===== config.mk =====
export PLATFORM = sky130hd
export DESIGN_NAME = xpb_port
export DESIGN_NICKNAME = d
export VERILOG_FILES = /design/src/hw/xpb_pkg.sv /design/src/hw/xpb_arbiter.sv /design/src/hw/xpb_bank_decode.sv /design/src/hw/xpb_port.sv
export SDC_FILE = /design/constraint.sdc
export NUM_CORES = 1
export LEC_CHECK = 0
export CAP_MARGIN = 20
export CORE_AREA = 2 2 224 226
export CTS_CLUSTER_DIAMETER = 80
export CTS_CLUSTER_SIZE = 8
export DETAILED_ROUTE_END_ITERATION = 8
export DIE_AREA = 0 0 226 228
export DONT_BUFFER_PORTS = 1
export GPL_ROUTABILITY_DRIVEN = 0
export SYNTH_ARGS = -nofsm -noshare
export SYNTH_HDL_FRONTEND = slang
export SYNTH_SLANG_ARGS = --single-unit

===== constraint.sdc =====
create_clock -name mclk -period 9.2 [get_ports mclk]
set_clock_uncertainty 0.1 [all_clocks]
set_input_delay 1.38 -clock mclk [delete_from_list [all_inputs] [get_ports mclk]]
set_output_delay 1.38 -clock mclk [all_outputs]
set_load 0.01 [all_outputs]

===== src/hw/xpb_pkg.sv =====
// External port bank decoder: shared constants and carrier types.
// Assumes one clock domain; all users write xpb_pkg::name.
package xpb_pkg;

  ////////////////////////////////////////////////////////////////////////////
  // Address map

  localparam int unsigned NUM_BANKS  = 4;
  localparam int unsigned OFF_W      = 26;
  localparam int unsigned COL_W      = 10;
  localparam int unsigned BANK_MSB   = 27;
  localparam int unsigned BANK_LSB   = 26;

  localparam logic [3:0]  TOP_NIBBLE = 4'h0;
  localparam logic [31:0] BANK0_LO   = 32'h0020_0000;
  localparam logic [25:0] ASYNC_WIN  = 26'h07f_ffff;
  localparam logic [25:0] SDRAM_WIN  = 26'h3ff_ffff;
  localparam logic [NUM_BANKS-1:0][31:0] BANK_BASE = {
    32'h0c00_0000, 32'h0800_0000, 32'h0400_0000, 32'h0000_0000
  };

  localparam logic [31:0] FETCH_NW_LO = 32'h0020_0000;
  localparam logic [31:0] FETCH_NW_HI = 32'h005f_ffff;
  localparam logic [31:0] FETCH_SW_LO = 32'h0060_0000;
  localparam logic [31:0] FETCH_SW_HI = 32'h00ff_ffff;
  localparam logic [1:0]  FETCH_BANK  = 2'h0;

  ////////////////////////////////////////////////////////////////////////////
  // Sizes, lanes and timing

  localparam logic [4:0]  MIN_SIZE_BITS = 5'h14;
  localparam logic [2:0]  MAX_SIZE_CODE = 3'h6;
  localparam int unsigned LANE_W        = 32;
  localparam int unsigned FETCH_W       = 48;
  localparam int unsigned DATA_W        = 64;
  localparam logic [4:0]  SYNC_LAT      = 5'h02;
  localparam logic [4:0]  CNT_ZERO      = 5'h00;
  localparam logic [3:0]  SEL_IDLE      = 4'hf;

  ////////////////////////////////////////////////////////////////////////////
  // Types

  typedef enum logic [2:0] {
    XPB_IDLE   = 3'h0,
    XPB_SETUP  = 3'h1,
    XPB_STROBE = 3'h3,
    XPB_HOLD   = 3'h2,
    XPB_ACT    = 3'h6,
    XPB_CAS    = 3'h7,
    XPB_PRE    = 3'h5
  } xpb_state_t;

  typedef struct packed {
    logic [31:0]       addr;
    logic [DATA_W-1:0] wdata;
    logic              we;
    logic              simd;
    logic              fetch;
  } xpb_req_t;

  typedef struct packed {
    logic [DATA_W-1:0] rdata;
    logic              err;
    logic              short_word;
  } xpb_rsp_t;

  typedef struct packed {
    logic              hit;
    logic [1:0]        bank;
    logic [OFF_W-1:0]  offset;
    logic              fetch_ok;
    logic              short_word;
  } xpb_dec_t;

  typedef struct packed {
    logic [3:0] setup;
    logic [3:0] strobe;
    logic [3:0] hold;
  } xpb_async_tim_t;

  typedef struct packed {
    logic [3:0] rcd;
    logic [3:0] cas_lat;
    logic [3:0] rp;
  } xpb_sdram_tim_t;

endpackage


===== src/hw/xpb_arbiter.sv =====
// Core versus DMA arbiter for the external port.
// Assumes the engine takes a grant in any cycle that engine_idle is high.
`timescale 1ns/100ps
module xpb_arbiter (
  input  wire logic             mclk,
  input  wire logic             rstn,
  input  wire logic             core_valid,
  input  xpb_pkg::xpb_req_t     core_req,
  input  wire logic             dma_valid,
  input  xpb_pkg::xpb_req_t     dma_req,
  input  wire logic             engine_idle,
  output logic                  core_ready,
  output logic                  dma_ready,
  output logic                  grant_valid,
  output xpb_pkg::xpb_req_t     grant_req,
  output logic                  grant_dma
);

  logic last_dma_q;
  logic last_dma_d;
  logic pick_dma;

  // Alternate when both ask, so neither starves
  always_comb begin
    pick_dma    = dma_valid & (~core_valid | ~last_dma_q);
    grant_valid = engine_idle & (core_valid | dma_valid);
    core_ready  = engine_idle & ~pick_dma;
    dma_ready   = engine_idle & pick_dma;
    grant_dma   = pick_dma;
    grant_req   = pick_dma ? dma_req : core_req;
    last_dma_d  = grant_valid ? pick_dma : last_dma_q;
  end

  always_ff @(posedge mclk or negedge rstn) begin
    if (!rstn) begin
      last_dma_q <= 1'b0;
    end else begin
      last_dma_q <= last_dma_d;
    end
  end

endmodule


===== src/hw/xpb_bank_decode.sv =====
// Address to bank decoder with instruction fetch window check.
// Purely combinational; bank type comes from static configuration.
`timescale 1ns/100ps
module xpb_bank_decode (
  input  wire logic [31:0]       addr,
  input  wire logic [3:0]        bank_is_sdram,
  output xpb_pkg::xpb_dec_t      dec
);

  function automatic logic in_range(input logic [31:0] a,
                                    input logic [31:0] lo,
                                    input logic [31:0] hi);
    in_range = (a >= lo) && (a <= hi);
  endfunction

  logic [1:0]  bank;
  logic [25:0] win;
  logic [31:0] base;
  logic        above_lo;

  always_comb begin
    bank     = addr[xpb_pkg::BANK_MSB:xpb_pkg::BANK_LSB];
    base     = xpb_pkg::BANK_BASE[bank];
    // Window size follows the bank's controller type
    win      = bank_is_sdram[bank] ? xpb_pkg::SDRAM_WIN
                                   : xpb_pkg::ASYNC_WIN;
    above_lo = (bank != 2'h0) || (addr >= xpb_pkg::BANK0_LO);
    dec.bank = bank;
    // Fixed base, no compaction of partial banks
    dec.offset = addr[xpb_pkg::OFF_W-1:0] - base[xpb_pkg::OFF_W-1:0];
    dec.hit  = (addr[31:28] == xpb_pkg::TOP_NIBBLE) && above_lo &&
               (addr[xpb_pkg::OFF_W-1:0] <= win);
    dec.short_word = in_range(addr, xpb_pkg::FETCH_SW_LO,
                              xpb_pkg::FETCH_SW_HI);
    dec.fetch_ok = dec.hit && (bank == xpb_pkg::FETCH_BANK) &&
                   (in_range(addr, xpb_pkg::FETCH_NW_LO,
                             xpb_pkg::FETCH_NW_HI) ||
                    dec.short_word);
  end

endmodule


===== src/hw/xpb_port.sv =====
// External port: arbitration, bank decode, async and SDRAM sequencing.
// Assumes external devices are 16-bit parts and pin data is asynchronous.
//
// Behaviour
// - Arbitrate core and DMA, one grant
// - Four active-low bank select outputs
// - Async bank windows: 6M then 8M words
// - Partial banks keep fixed window bases
// - Per-bank async timing applied each access
// - SDRAM bank windows: 62M then 64M words
// - SDRAM bank size 4M to 256M bytes
// - Programmable SDRAM timing for slow parts
// - SIMD SDRAM access uses full 64 bits
// - Instruction fetch only from bank 0
// - Fetch windows: traditional then compressed space
// - Fetch returns 48 bits per access, 64 for a SIMD fetch from SDRAM
`timescale 1ns/100ps
module xpb_port (
  input  wire logic                      mclk,
  input  wire logic                      rstn,
  input  wire logic                      core_valid,
  input  xpb_pkg::xpb_req_t              core_req,
  output logic                           core_ready,
  output logic                           core_done,
  output xpb_pkg::xpb_rsp_t              core_rsp,
  input  wire logic                      dma_valid,
  input  xpb_pkg::xpb_req_t              dma_req,
  output logic                           dma_ready,
  output logic                           dma_done,
  output xpb_pkg::xpb_rsp_t              dma_rsp,
  input  wire logic [3:0]                bank_is_sdram,
  input  xpb_pkg::xpb_async_tim_t [3:0]  async_tim,
  input  wire logic [3:0][2:0]           sdram_size_code,
  input  xpb_pkg::xpb_sdram_tim_t        sdram_tim,
  output logic [3:0]                     bank_select_lines_n,
  output logic [25:0]                    mem_addr,
  output logic [63:0]                    external_port_data_bus_wr,
  output logic [1:0]                     external_port_data_bus_oe,
  input  wire logic [63:0]               external_port_data_bus_rd,
  output logic                           mem_rd_n,
  output logic                           mem_wr_n,
  output logic                           sdram_ras_n,
  output logic                           sdram_cas_n,
  output logic                           sdram_we_n
);

  ////////////////////////////////////////////////////////////////////////////
  // Helpers

  function automatic logic [25:0] size_mask(input logic [2:0] code);
    logic [2:0]  c;
    logic [26:0] one;
    logic [26:0] m;
    c   = (code > xpb_pkg::MAX_SIZE_CODE) ? xpb_pkg::MAX_SIZE_CODE : code;
    one = 27'h1 << (xpb_pkg::MIN_SIZE_BITS + {2'h0, c});
    m   = one - 27'h1;
    size_mask = m[25:0];
  endfunction

  function automatic logic [4:0] wide(input logic [3:0] v);
    wide = {1'b0, v};
  endfunction

  ////////////////////////////////////////////////////////////////////////////
  // Arbitration and decode

  logic              engine_idle;
  logic              grant_valid;
  logic              grant_dma;
  xpb_pkg::xpb_req_t grant_req;
  xpb_pkg::xpb_dec_t dec;

  xpb_arbiter u_arb (
    .mclk        (mclk),
    .rstn        (rstn),
    .core_valid  (core_valid),
    .core_req    (core_req),
    .dma_valid   (dma_valid),
    .dma_req     (dma_req),
    .engine_idle (engine_idle),
    .core_ready  (core_ready),
    .dma_ready   (dma_ready),
    .grant_valid (grant_valid),
    .grant_req   (grant_req),
    .grant_dma   (grant_dma)
  );

  xpb_bank_decode u_dec (
    .addr          (grant_req.addr),
    .bank_is_sdram (bank_is_sdram),
    .dec           (dec)
  );

  ////////////////////////////////////////////////////////////////////////////
  // Pin data synchroniser

  logic [63:0] rd_meta_q;
  logic [63:0] rd_sync_q;

  always_ff @(posedge mclk or negedge rstn) begin
    if (!rstn) begin
      rd_meta_q <= 64'h0;
      rd_sync_q <= 64'h0;
    end else begin
      rd_meta_q <= external_port_data_bus_rd;
      rd_sync_q <= rd_meta_q;
    end
  end

  ////////////////////////////////////////////////////////////////////////////
  // Access engine

  xpb_pkg::xpb_state_t st_q, st_d;
  xpb_pkg::xpb_req_t   req_q, req_d;
  logic [4:0]          cnt_q, cnt_d;
  logic [1:0]          bank_q, bank_d;
  logic [25:0]         off_q, off_d;
  logic                dma_q, dma_d;
  logic                sdram_q, sdram_d;
  logic                short_q, short_d;
  logic                err_q, err_d;
  logic [63:0]         rdata_q, rdata_d;
  logic [3:0]          sel_n_q, sel_n_d;
  logic [25:0]         addr_q, addr_d;
  logic [63:0]         dout_q, dout_d;
  logic [1:0]          oe_q, oe_d;
  logic                rd_n_q, rd_n_d;
  logic                wr_n_q, wr_n_d;
  logic                ras_n_q, ras_n_d;
  logic                cas_n_q, cas_n_d;
  logic                we_n_q, we_n_d;
  logic                done_core_q, done_core_d;
  logic                done_dma_q, done_dma_d;
  logic                finish;
  logic                capture;
  logic                cnt_end;
  logic [4:0]          cnt_dec;
  logic [25:0]         masked;
  logic [1:0]          wr_lanes;

  assign engine_idle = (st_q == xpb_pkg::XPB_IDLE);

  always_comb begin
    st_d        = st_q;
    req_d       = req_q;
    cnt_d       = cnt_q;
    bank_d      = bank_q;
    off_d       = off_q;
    dma_d       = dma_q;
    sdram_d     = sdram_q;
    short_d     = short_q;
    err_d       = err_q;
    rdata_d     = rdata_q;
    sel_n_d     = sel_n_q;
    addr_d      = addr_q;
    dout_d      = dout_q;
    oe_d        = oe_q;
    rd_n_d      = rd_n_q;
    wr_n_d      = wr_n_q;
    ras_n_d     = 1'b1;
    cas_n_d     = 1'b1;
    we_n_d      = 1'b1;
    done_core_d = 1'b0;
    done_dma_d  = 1'b0;
    finish      = 1'b0;
    capture     = 1'b0;
    cnt_end     = (cnt_q == xpb_pkg::CNT_ZERO);
    cnt_dec     = cnt_q - 5'h01;
    masked      = dec.offset & size_mask(sdram_size_code[dec.bank]);
    // Upper lane only for SIMD on SDRAM
    wr_lanes    = {req_q.simd & sdram_q, 1'b1};
    case (st_q)
      xpb_pkg::XPB_IDLE: begin
        if (grant_valid) begin
          req_d   = grant_req;
          dma_d   = grant_dma;
          bank_d  = dec.bank;
          short_d = dec.short_word;
          sdram_d = bank_is_sdram[dec.bank];
          dout_d  = grant_req.wdata;
          if (!dec.hit || (grant_req.fetch && !dec.fetch_ok)) begin
            // Refused at once, no select driven
            err_d       = 1'b1;
            rdata_d     = 64'h0;
            done_core_d = ~grant_dma;
            done_dma_d  = grant_dma;
          end else begin
            err_d   = 1'b0;
            sel_n_d = ~(4'h1 << dec.bank);
            if (bank_is_sdram[dec.bank]) begin
              off_d   = masked;
              addr_d  = masked >> xpb_pkg::COL_W;
              ras_n_d = 1'b0;
              cnt_d   = wide(sdram_tim.rcd);
              st_d    = xpb_pkg::XPB_ACT;
            end else begin
              off_d  = dec.offset;
              addr_d = dec.offset;
              cnt_d  = wide(async_tim[dec.bank].setup);
              st_d   = xpb_pkg::XPB_SETUP;
            end
          end
        end
      end
      xpb_pkg::XPB_SETUP: begin
        if (cnt_end) begin
          rd_n_d = req_q.we;
          wr_n_d = ~req_q.we;
          oe_d   = req_q.we ? 2'h1 : 2'h0;
          // Stretch strobe to cover the synchroniser
          cnt_d  = wide(async_tim[bank_q].strobe) + xpb_pkg::SYNC_LAT;
          st_d   = xpb_pkg::XPB_STROBE;
        end else begin
          cnt_d = cnt_dec;
        end
      end
      xpb_pkg::XPB_STROBE: begin
        if (cnt_end) begin
          capture = ~req_q.we;
          rd_n_d  = 1'b1;
          wr_n_d  = 1'b1;
          cnt_d   = wide(async_tim[bank_q].hold);
          st_d    = xpb_pkg::XPB_HOLD;
        end else begin
          cnt_d = cnt_dec;
        end
      end
      xpb_pkg::XPB_HOLD: begin
        if (cnt_end) begin
          finish = 1'b1;
        end else begin
          cnt_d = cnt_dec;
        end
      end
      xpb_pkg::XPB_ACT: begin
        if (cnt_end) begin
          cas_n_d = 1'b0;
          we_n_d  = ~req_q.we;
          addr_d  = {16'h0, off_q[xpb_pkg::COL_W-1:0]};
          oe_d    = req_q.we ? wr_lanes : 2'h0;
          cnt_d   = req_q.we ? xpb_pkg::CNT_ZERO
                    : wide(sdram_tim.cas_lat) + xpb_pkg::SYNC_LAT;
          st_d    = xpb_pkg::XPB_CAS;
        end else begin
          cnt_d = cnt_dec;
        end
      end
      xpb_pkg::XPB_CAS: begin
        if (cnt_end) begin
          capture = ~req_q.we;
          oe_d    = 2'h0;
          ras_n_d = 1'b0;
          we_n_d  = 1'b0;
          cnt_d   = wide(sdram_tim.rp);
          st_d    = xpb_pkg::XPB_PRE;
        end else begin
          cnt_d = cnt_dec;
        end
      end
      xpb_pkg::XPB_PRE: begin
        if (cnt_end) begin
          finish = 1'b1;
        end else begin
          cnt_d = cnt_dec;
        end
      end
      default: begin
        st_d    = xpb_pkg::XPB_IDLE;
        sel_n_d = xpb_pkg::SEL_IDLE;
      end
    endcase
    if (capture) begin
      if (req_q.simd && sdram_q) begin
        rdata_d = rd_sync_q;
      end else if (req_q.fetch) begin
        rdata_d = {16'h0, rd_sync_q[xpb_pkg::FETCH_W-1:0]};
      end else begin
        rdata_d = {32'h0, rd_sync_q[xpb_pkg::LANE_W-1:0]};
      end
    end
    if (finish) begin
      sel_n_d     = xpb_pkg::SEL_IDLE;
      oe_d        = 2'h0;
      done_core_d = ~dma_q;
      done_dma_d  = dma_q;
      st_d        = xpb_pkg::XPB_IDLE;
    end
  end

  always_ff @(posedge mclk or negedge rstn) begin
    if (!rstn) begin
      st_q        <= xpb_pkg::XPB_IDLE;
      req_q       <= '0;
      cnt_q       <= 5'h00;
      bank_q      <= 2'h0;
      off_q       <= 26'h0;
      dma_q       <= 1'b0;
      sdram_q     <= 1'b0;
      short_q     <= 1'b0;
      err_q       <= 1'b0;
      rdata_q     <= 64'h0;
      sel_n_q     <= xpb_pkg::SEL_IDLE;
      addr_q      <= 26'h0;
      dout_q      <= 64'h0;
      oe_q        <= 2'h0;
      rd_n_q      <= 1'b1;
      wr_n_q      <= 1'b1;
      ras_n_q     <= 1'b1;
      cas_n_q     <= 1'b1;
      we_n_q      <= 1'b1;
      done_core_q <= 1'b0;
      done_dma_q  <= 1'b0;
    end else begin
      st_q        <= st_d;
      req_q       <= req_d;
      cnt_q       <= cnt_d;
      bank_q      <= bank_d;
      off_q       <= off_d;
      dma_q       <= dma_d;
      sdram_q     <= sdram_d;
      short_q     <= short_d;
      err_q       <= err_d;
      rdata_q     <= rdata_d;
      sel_n_q     <= sel_n_d;
      addr_q      <= addr_d;
      dout_q      <= dout_d;
      oe_q        <= oe_d;
      rd_n_q      <= rd_n_d;
      wr_n_q      <= wr_n_d;
      ras_n_q     <= ras_n_d;
      cas_n_q     <= cas_n_d;
      we_n_q      <= we_n_d;
      done_core_q <= done_core_d;
      done_dma_q  <= done_dma_d;
    end
  end

  ////////////////////////////////////////////////////////////////////////////
  // Outputs

  assign bank_select_lines_n       = sel_n_q;
  assign mem_addr                  = addr_q;
  assign external_port_data_bus_wr = dout_q;
  assign external_port_data_bus_oe = oe_q;
  assign mem_rd_n                  = rd_n_q;
  assign mem_wr_n                  = wr_n_q;
  assign sdram_ras_n               = ras_n_q;
  assign sdram_cas_n               = cas_n_q;
  assign sdram_we_n                = we_n_q;
  assign core_done                 = done_core_q;
  assign dma_done                  = done_dma_q;
  assign core_rsp.rdata            = rdata_q;
  assign core_rsp.err              = err_q;
  assign core_rsp.short_word       = short_q;
  assign dma_rsp                   = core_rsp;

endmodule


==> impl_results.md <==
- Final net count: 1547
- Final hold viol count: 0
- Vias/cell: 5.03
- Initial antenna violation count: 15
- Clock transition at path regs: 50 ps
- RSZ-0062 raised after global routing: false
- Finished Layout Cells: 1897
- Count of different cell masters after synthesis: 64
- Final HPWL DP: 29000 µm
- Worst-Margin Slew: 1140 ps
- Worst vdd ir: 0.140 mV
- Htree depth: 2
- Highest Clock Rate: around 0.16 GHz
- Cts hold-fix bufs: 0
- CP max stage delay: 810 ps
- PD cells: 299 nW/µm²
- Post-Syn Area: 13600 µm²
- Maximum fanout along the worst path: 87
- Area growth syn-to-layout: 10.4%
- Grt ovf: 0
- Register area share after synthesis: 59.3%
- Top_reg_cell synth: dfrtp_1
- Core area: around 49000 µm²
- Maximum clock path buffer count: 3
- Status: completed
- Seq. cell area: between 8000 and 9000 µm²
- Worst path cell trace: a21boi_4 > buf_4 > mux2_4 > mux2i_2 > mux2i_4 > inv_2 > ha_1 > nand3_1 > nor4_1 > a221o_1 > and3_1 > a22o_2 > o221ai_1 > o21a_1
- Worst-Skew Late Latency: ~560 ps
- Warnings, synthesis: 0
- Fillers: about 5000
- Slew margin rel.: between 20% and 30%
- Hold path depth: 0
- Worst path slowest cell: a22o_2
- Final period util: 67.1%
- Post-synth EDFFs: 0
- Die W: about 230 µm
- Post-synthesis cell count: 1286
- Final Max Tran Viols: 0
- Min-delay src: rd_meta_q[27]
- Inserted Clock Buffers: 47
- Starting DRC count in detailed routing: 703
- Clock Sinks: 322
- Root buffer cell: clkbuf_16
- Largest net degree at the start of global routing: ~320
- Total wire length: 40600 µm
- Crit Reg-Reg Startpoint: u_arb.last_dma_q
- DRC: 0
- Final core occ: 30.4%
- WHS Endpoint: rd_sync_q[27]
- Std-Cell Rows: 82
- Setup TNS Final: 0 ps
- Setup violations, final: 0
- Vias in the first global route: 9589
- Capturing point of the worst reg2reg path: mem_addr[14]
- Die ar.: slightly above 50000 µm²
- Cells on worst reg2reg path: 14
- Critical Path Start Type: primary input
- Starting density of the core: 27.6%
- WP data required: 9560 ps
- Yosys reg bits: 322
- Post-CTS setup buffer count: 0
- Ys async rst share: 100%
- Syn_area_per_cell: roughly 11 µm²
- Crit path time final: 6170 ps
- PortBufs: 0
- Worst hold path class: flip-flop to flip-flop
- Area of the multi-input gates: 4650 µm²
- Routed Antenna Nets: 0
- Via Count: 9545
- DRT Pass-1 Iters: 5
- WL/cell: 21.4 µm
- Placed cells: 1821
- Total track usage: 15.3%
- Leakage: 6.43 nW
- IO Count: approximately 580
- Max Cap Violations: 0
- Setup crit end kind: flip-flop
- Arr. time, crit path: 6530 ps
- Die Y: about 230 µm
- CTS tree: done
- First-pass GRT wire length: 60300 µm
- Syn nets: 1634
- Crit path kind: primary input to flip-flop
- Post_cts resized: 0
- Layout cells sized above 1: 9.12%
- Reg2Reg Setup Slack: ~3400 ps
==> kinds of logic (layout without fill, tap and decap cells) <==
kind of cell | after synthesis | in the layout | synth area share [%]
AND/OR/NAND/NOR | 460 | 460 | 13.9
flip-flops | 322 | 322 | 59.3
AO/OA/AOI/OAI | 261 | 261 | 12.6
buffers and inverters | 162 | 93 | 6.71
multiplexers | 72 | 72 | 6.74
adder cells (fa/ha/maj) | 6 | 6 | 0.552
XOR/XNOR | 3 | 3 | 0.193
other | 0 | 8 | 0
==> metrics by stage <==
step	hold WS (ps)	worst slack, ps	total power, mW	area, µm²
after floorplan	231	4490	2.69	13600
final	241	3030	4.49	15000
after CTS	242	3100	4.54	15000
after detailed placement	235	2500	2.97	13700
after global routing	250	2720	4.75	15000
after global placement	231	2670	2.94	13700
==> cells in the mapped netlist (4+ instances only) <==
cell / n / share of area (%)
dfrtp_1: 313 / 58
nand2_1: 280 / 7.7
nor2_1: 111 / 3.1
a31oi_1: 76 / 3.5
buf_4: 69 / 3.8
clkbuf_1: 56 / 1.5
o21ai_0: 54 / 2.0
mux2i_1: 41 / 3.0
a22o_1: 36 / 2.3
a21oi_1: 33 / 1.2
nand3_1: 20 / 0.74
inv_1: 15 / 0.41
mux2_4: 13 / 1.4
nand4_1: 12 / 0.55
o21ai_1: 11 / 0.40
buf_1: 9 / 0.25
dfstp_2: 9 / 1.7
nor4_1: 9 / 0.41
o221ai_1: 9 / 0.58
mux4_2: 8 / 1.3
buf_2: 7 / 0.26
nor3_1: 7 / 0.26
ha_1: 6 / 0.55
a32oi_1: 5 / 0.32
buf_6: 5 / 0.41
o21a_1: 5 / 0.28
a22oi_1: 4 / 0.22
o311ai_0: 4 / 0.26
==> report_power, final <==
| part | switching [mW] | internal [mW] | total, mW | leakage (nW) |
|---|---|---|---|---|
| combinational | 0.520 | 0.344 | 0.864 | 1.89 |
| clock | 0.611 | 0.926 | 1.54 | 0.624 |
| sequential | 0.383 | 1.71 | 2.09 | 3.92 |
==> final cells by class <==
cell class,instances,share of cell area [%]
flip-flops and latches,322,53.7
multi-input cells,802,31.0
clock buffers,61,8.18
well taps,672,5.60
repair buffers,10,0.500
clock inverters,6,0.483
inverters,16,0.400
diodes,8,0.133
==> how the worst max path moves through the flow <==
stage,start,end,slack (ps),cells past startpoint
after detailed placement,dma_valid,mem_addr[14],2500,14
after CTS,dma_valid,mem_addr[14],3100,14
after global placement,dma_valid,mem_addr[15],2670,14
after global routing,dma_valid,mem_addr[14],2720,14
after floorplan,dma_valid,mem_addr[0],4490,14
final,dma_valid,mem_addr[14],3030,14
==> state kept, by name, summed over array words and instances (netlist names), 4 cells and up <==
signal	flops
external_port_data_bus_wr	64
rd_meta_q	64
rd_sync_q	64
rdata_q	64
mem_addr	26
off_q	10
cnt_q	5
bank_select_lines_n	4
==> critical path: cells and delay by family <==
kind,cells,cell delay (ps)
adders and majority gates,1,430
buffers and inverters,2,1160
AOI/OAI and AO/OA,5,1640
muxes,3,1170
and+or+nand+nor,3,710
==> layer usage <==
metal  vias to the layer above  GRT usage, %  wire [µm]
li1                       4205             -          -
met1                      4641          18.2      15400
met2                       562          23.6      18200
met3                       123          7.02       5130
met4                        14          7.10       1820
met5                         -             0        103
==> placed cells by master (no fill, tap or decap), drive strengths merged, types with 9 or more instances in the layout <==
| cell type | Yosys | routed |
|---|---|---|
| mux2 | 19 | 19 |
| buf | 90 | 10 |
| mux2i | 45 | 45 |
| nor4 | 10 | 10 |
| nand2 | 281 | 281 |
| o21ai | 65 | 65 |
| a31oi | 76 | 76 |
| nor2 | 112 | 112 |
| inv | 16 | 17 |
| a21oi | 33 | 33 |
| nand3 | 20 | 20 |
| a22o | 36 | 36 |
| o221ai | 9 | 9 |
| dfrtp | 313 | 313 |
| dfstp | 9 | 9 |
| nand4 | 12 | 12 |
| clkbuf | 56 | 61 |
No activity file was read; power rests on OpenSTA's default activity.
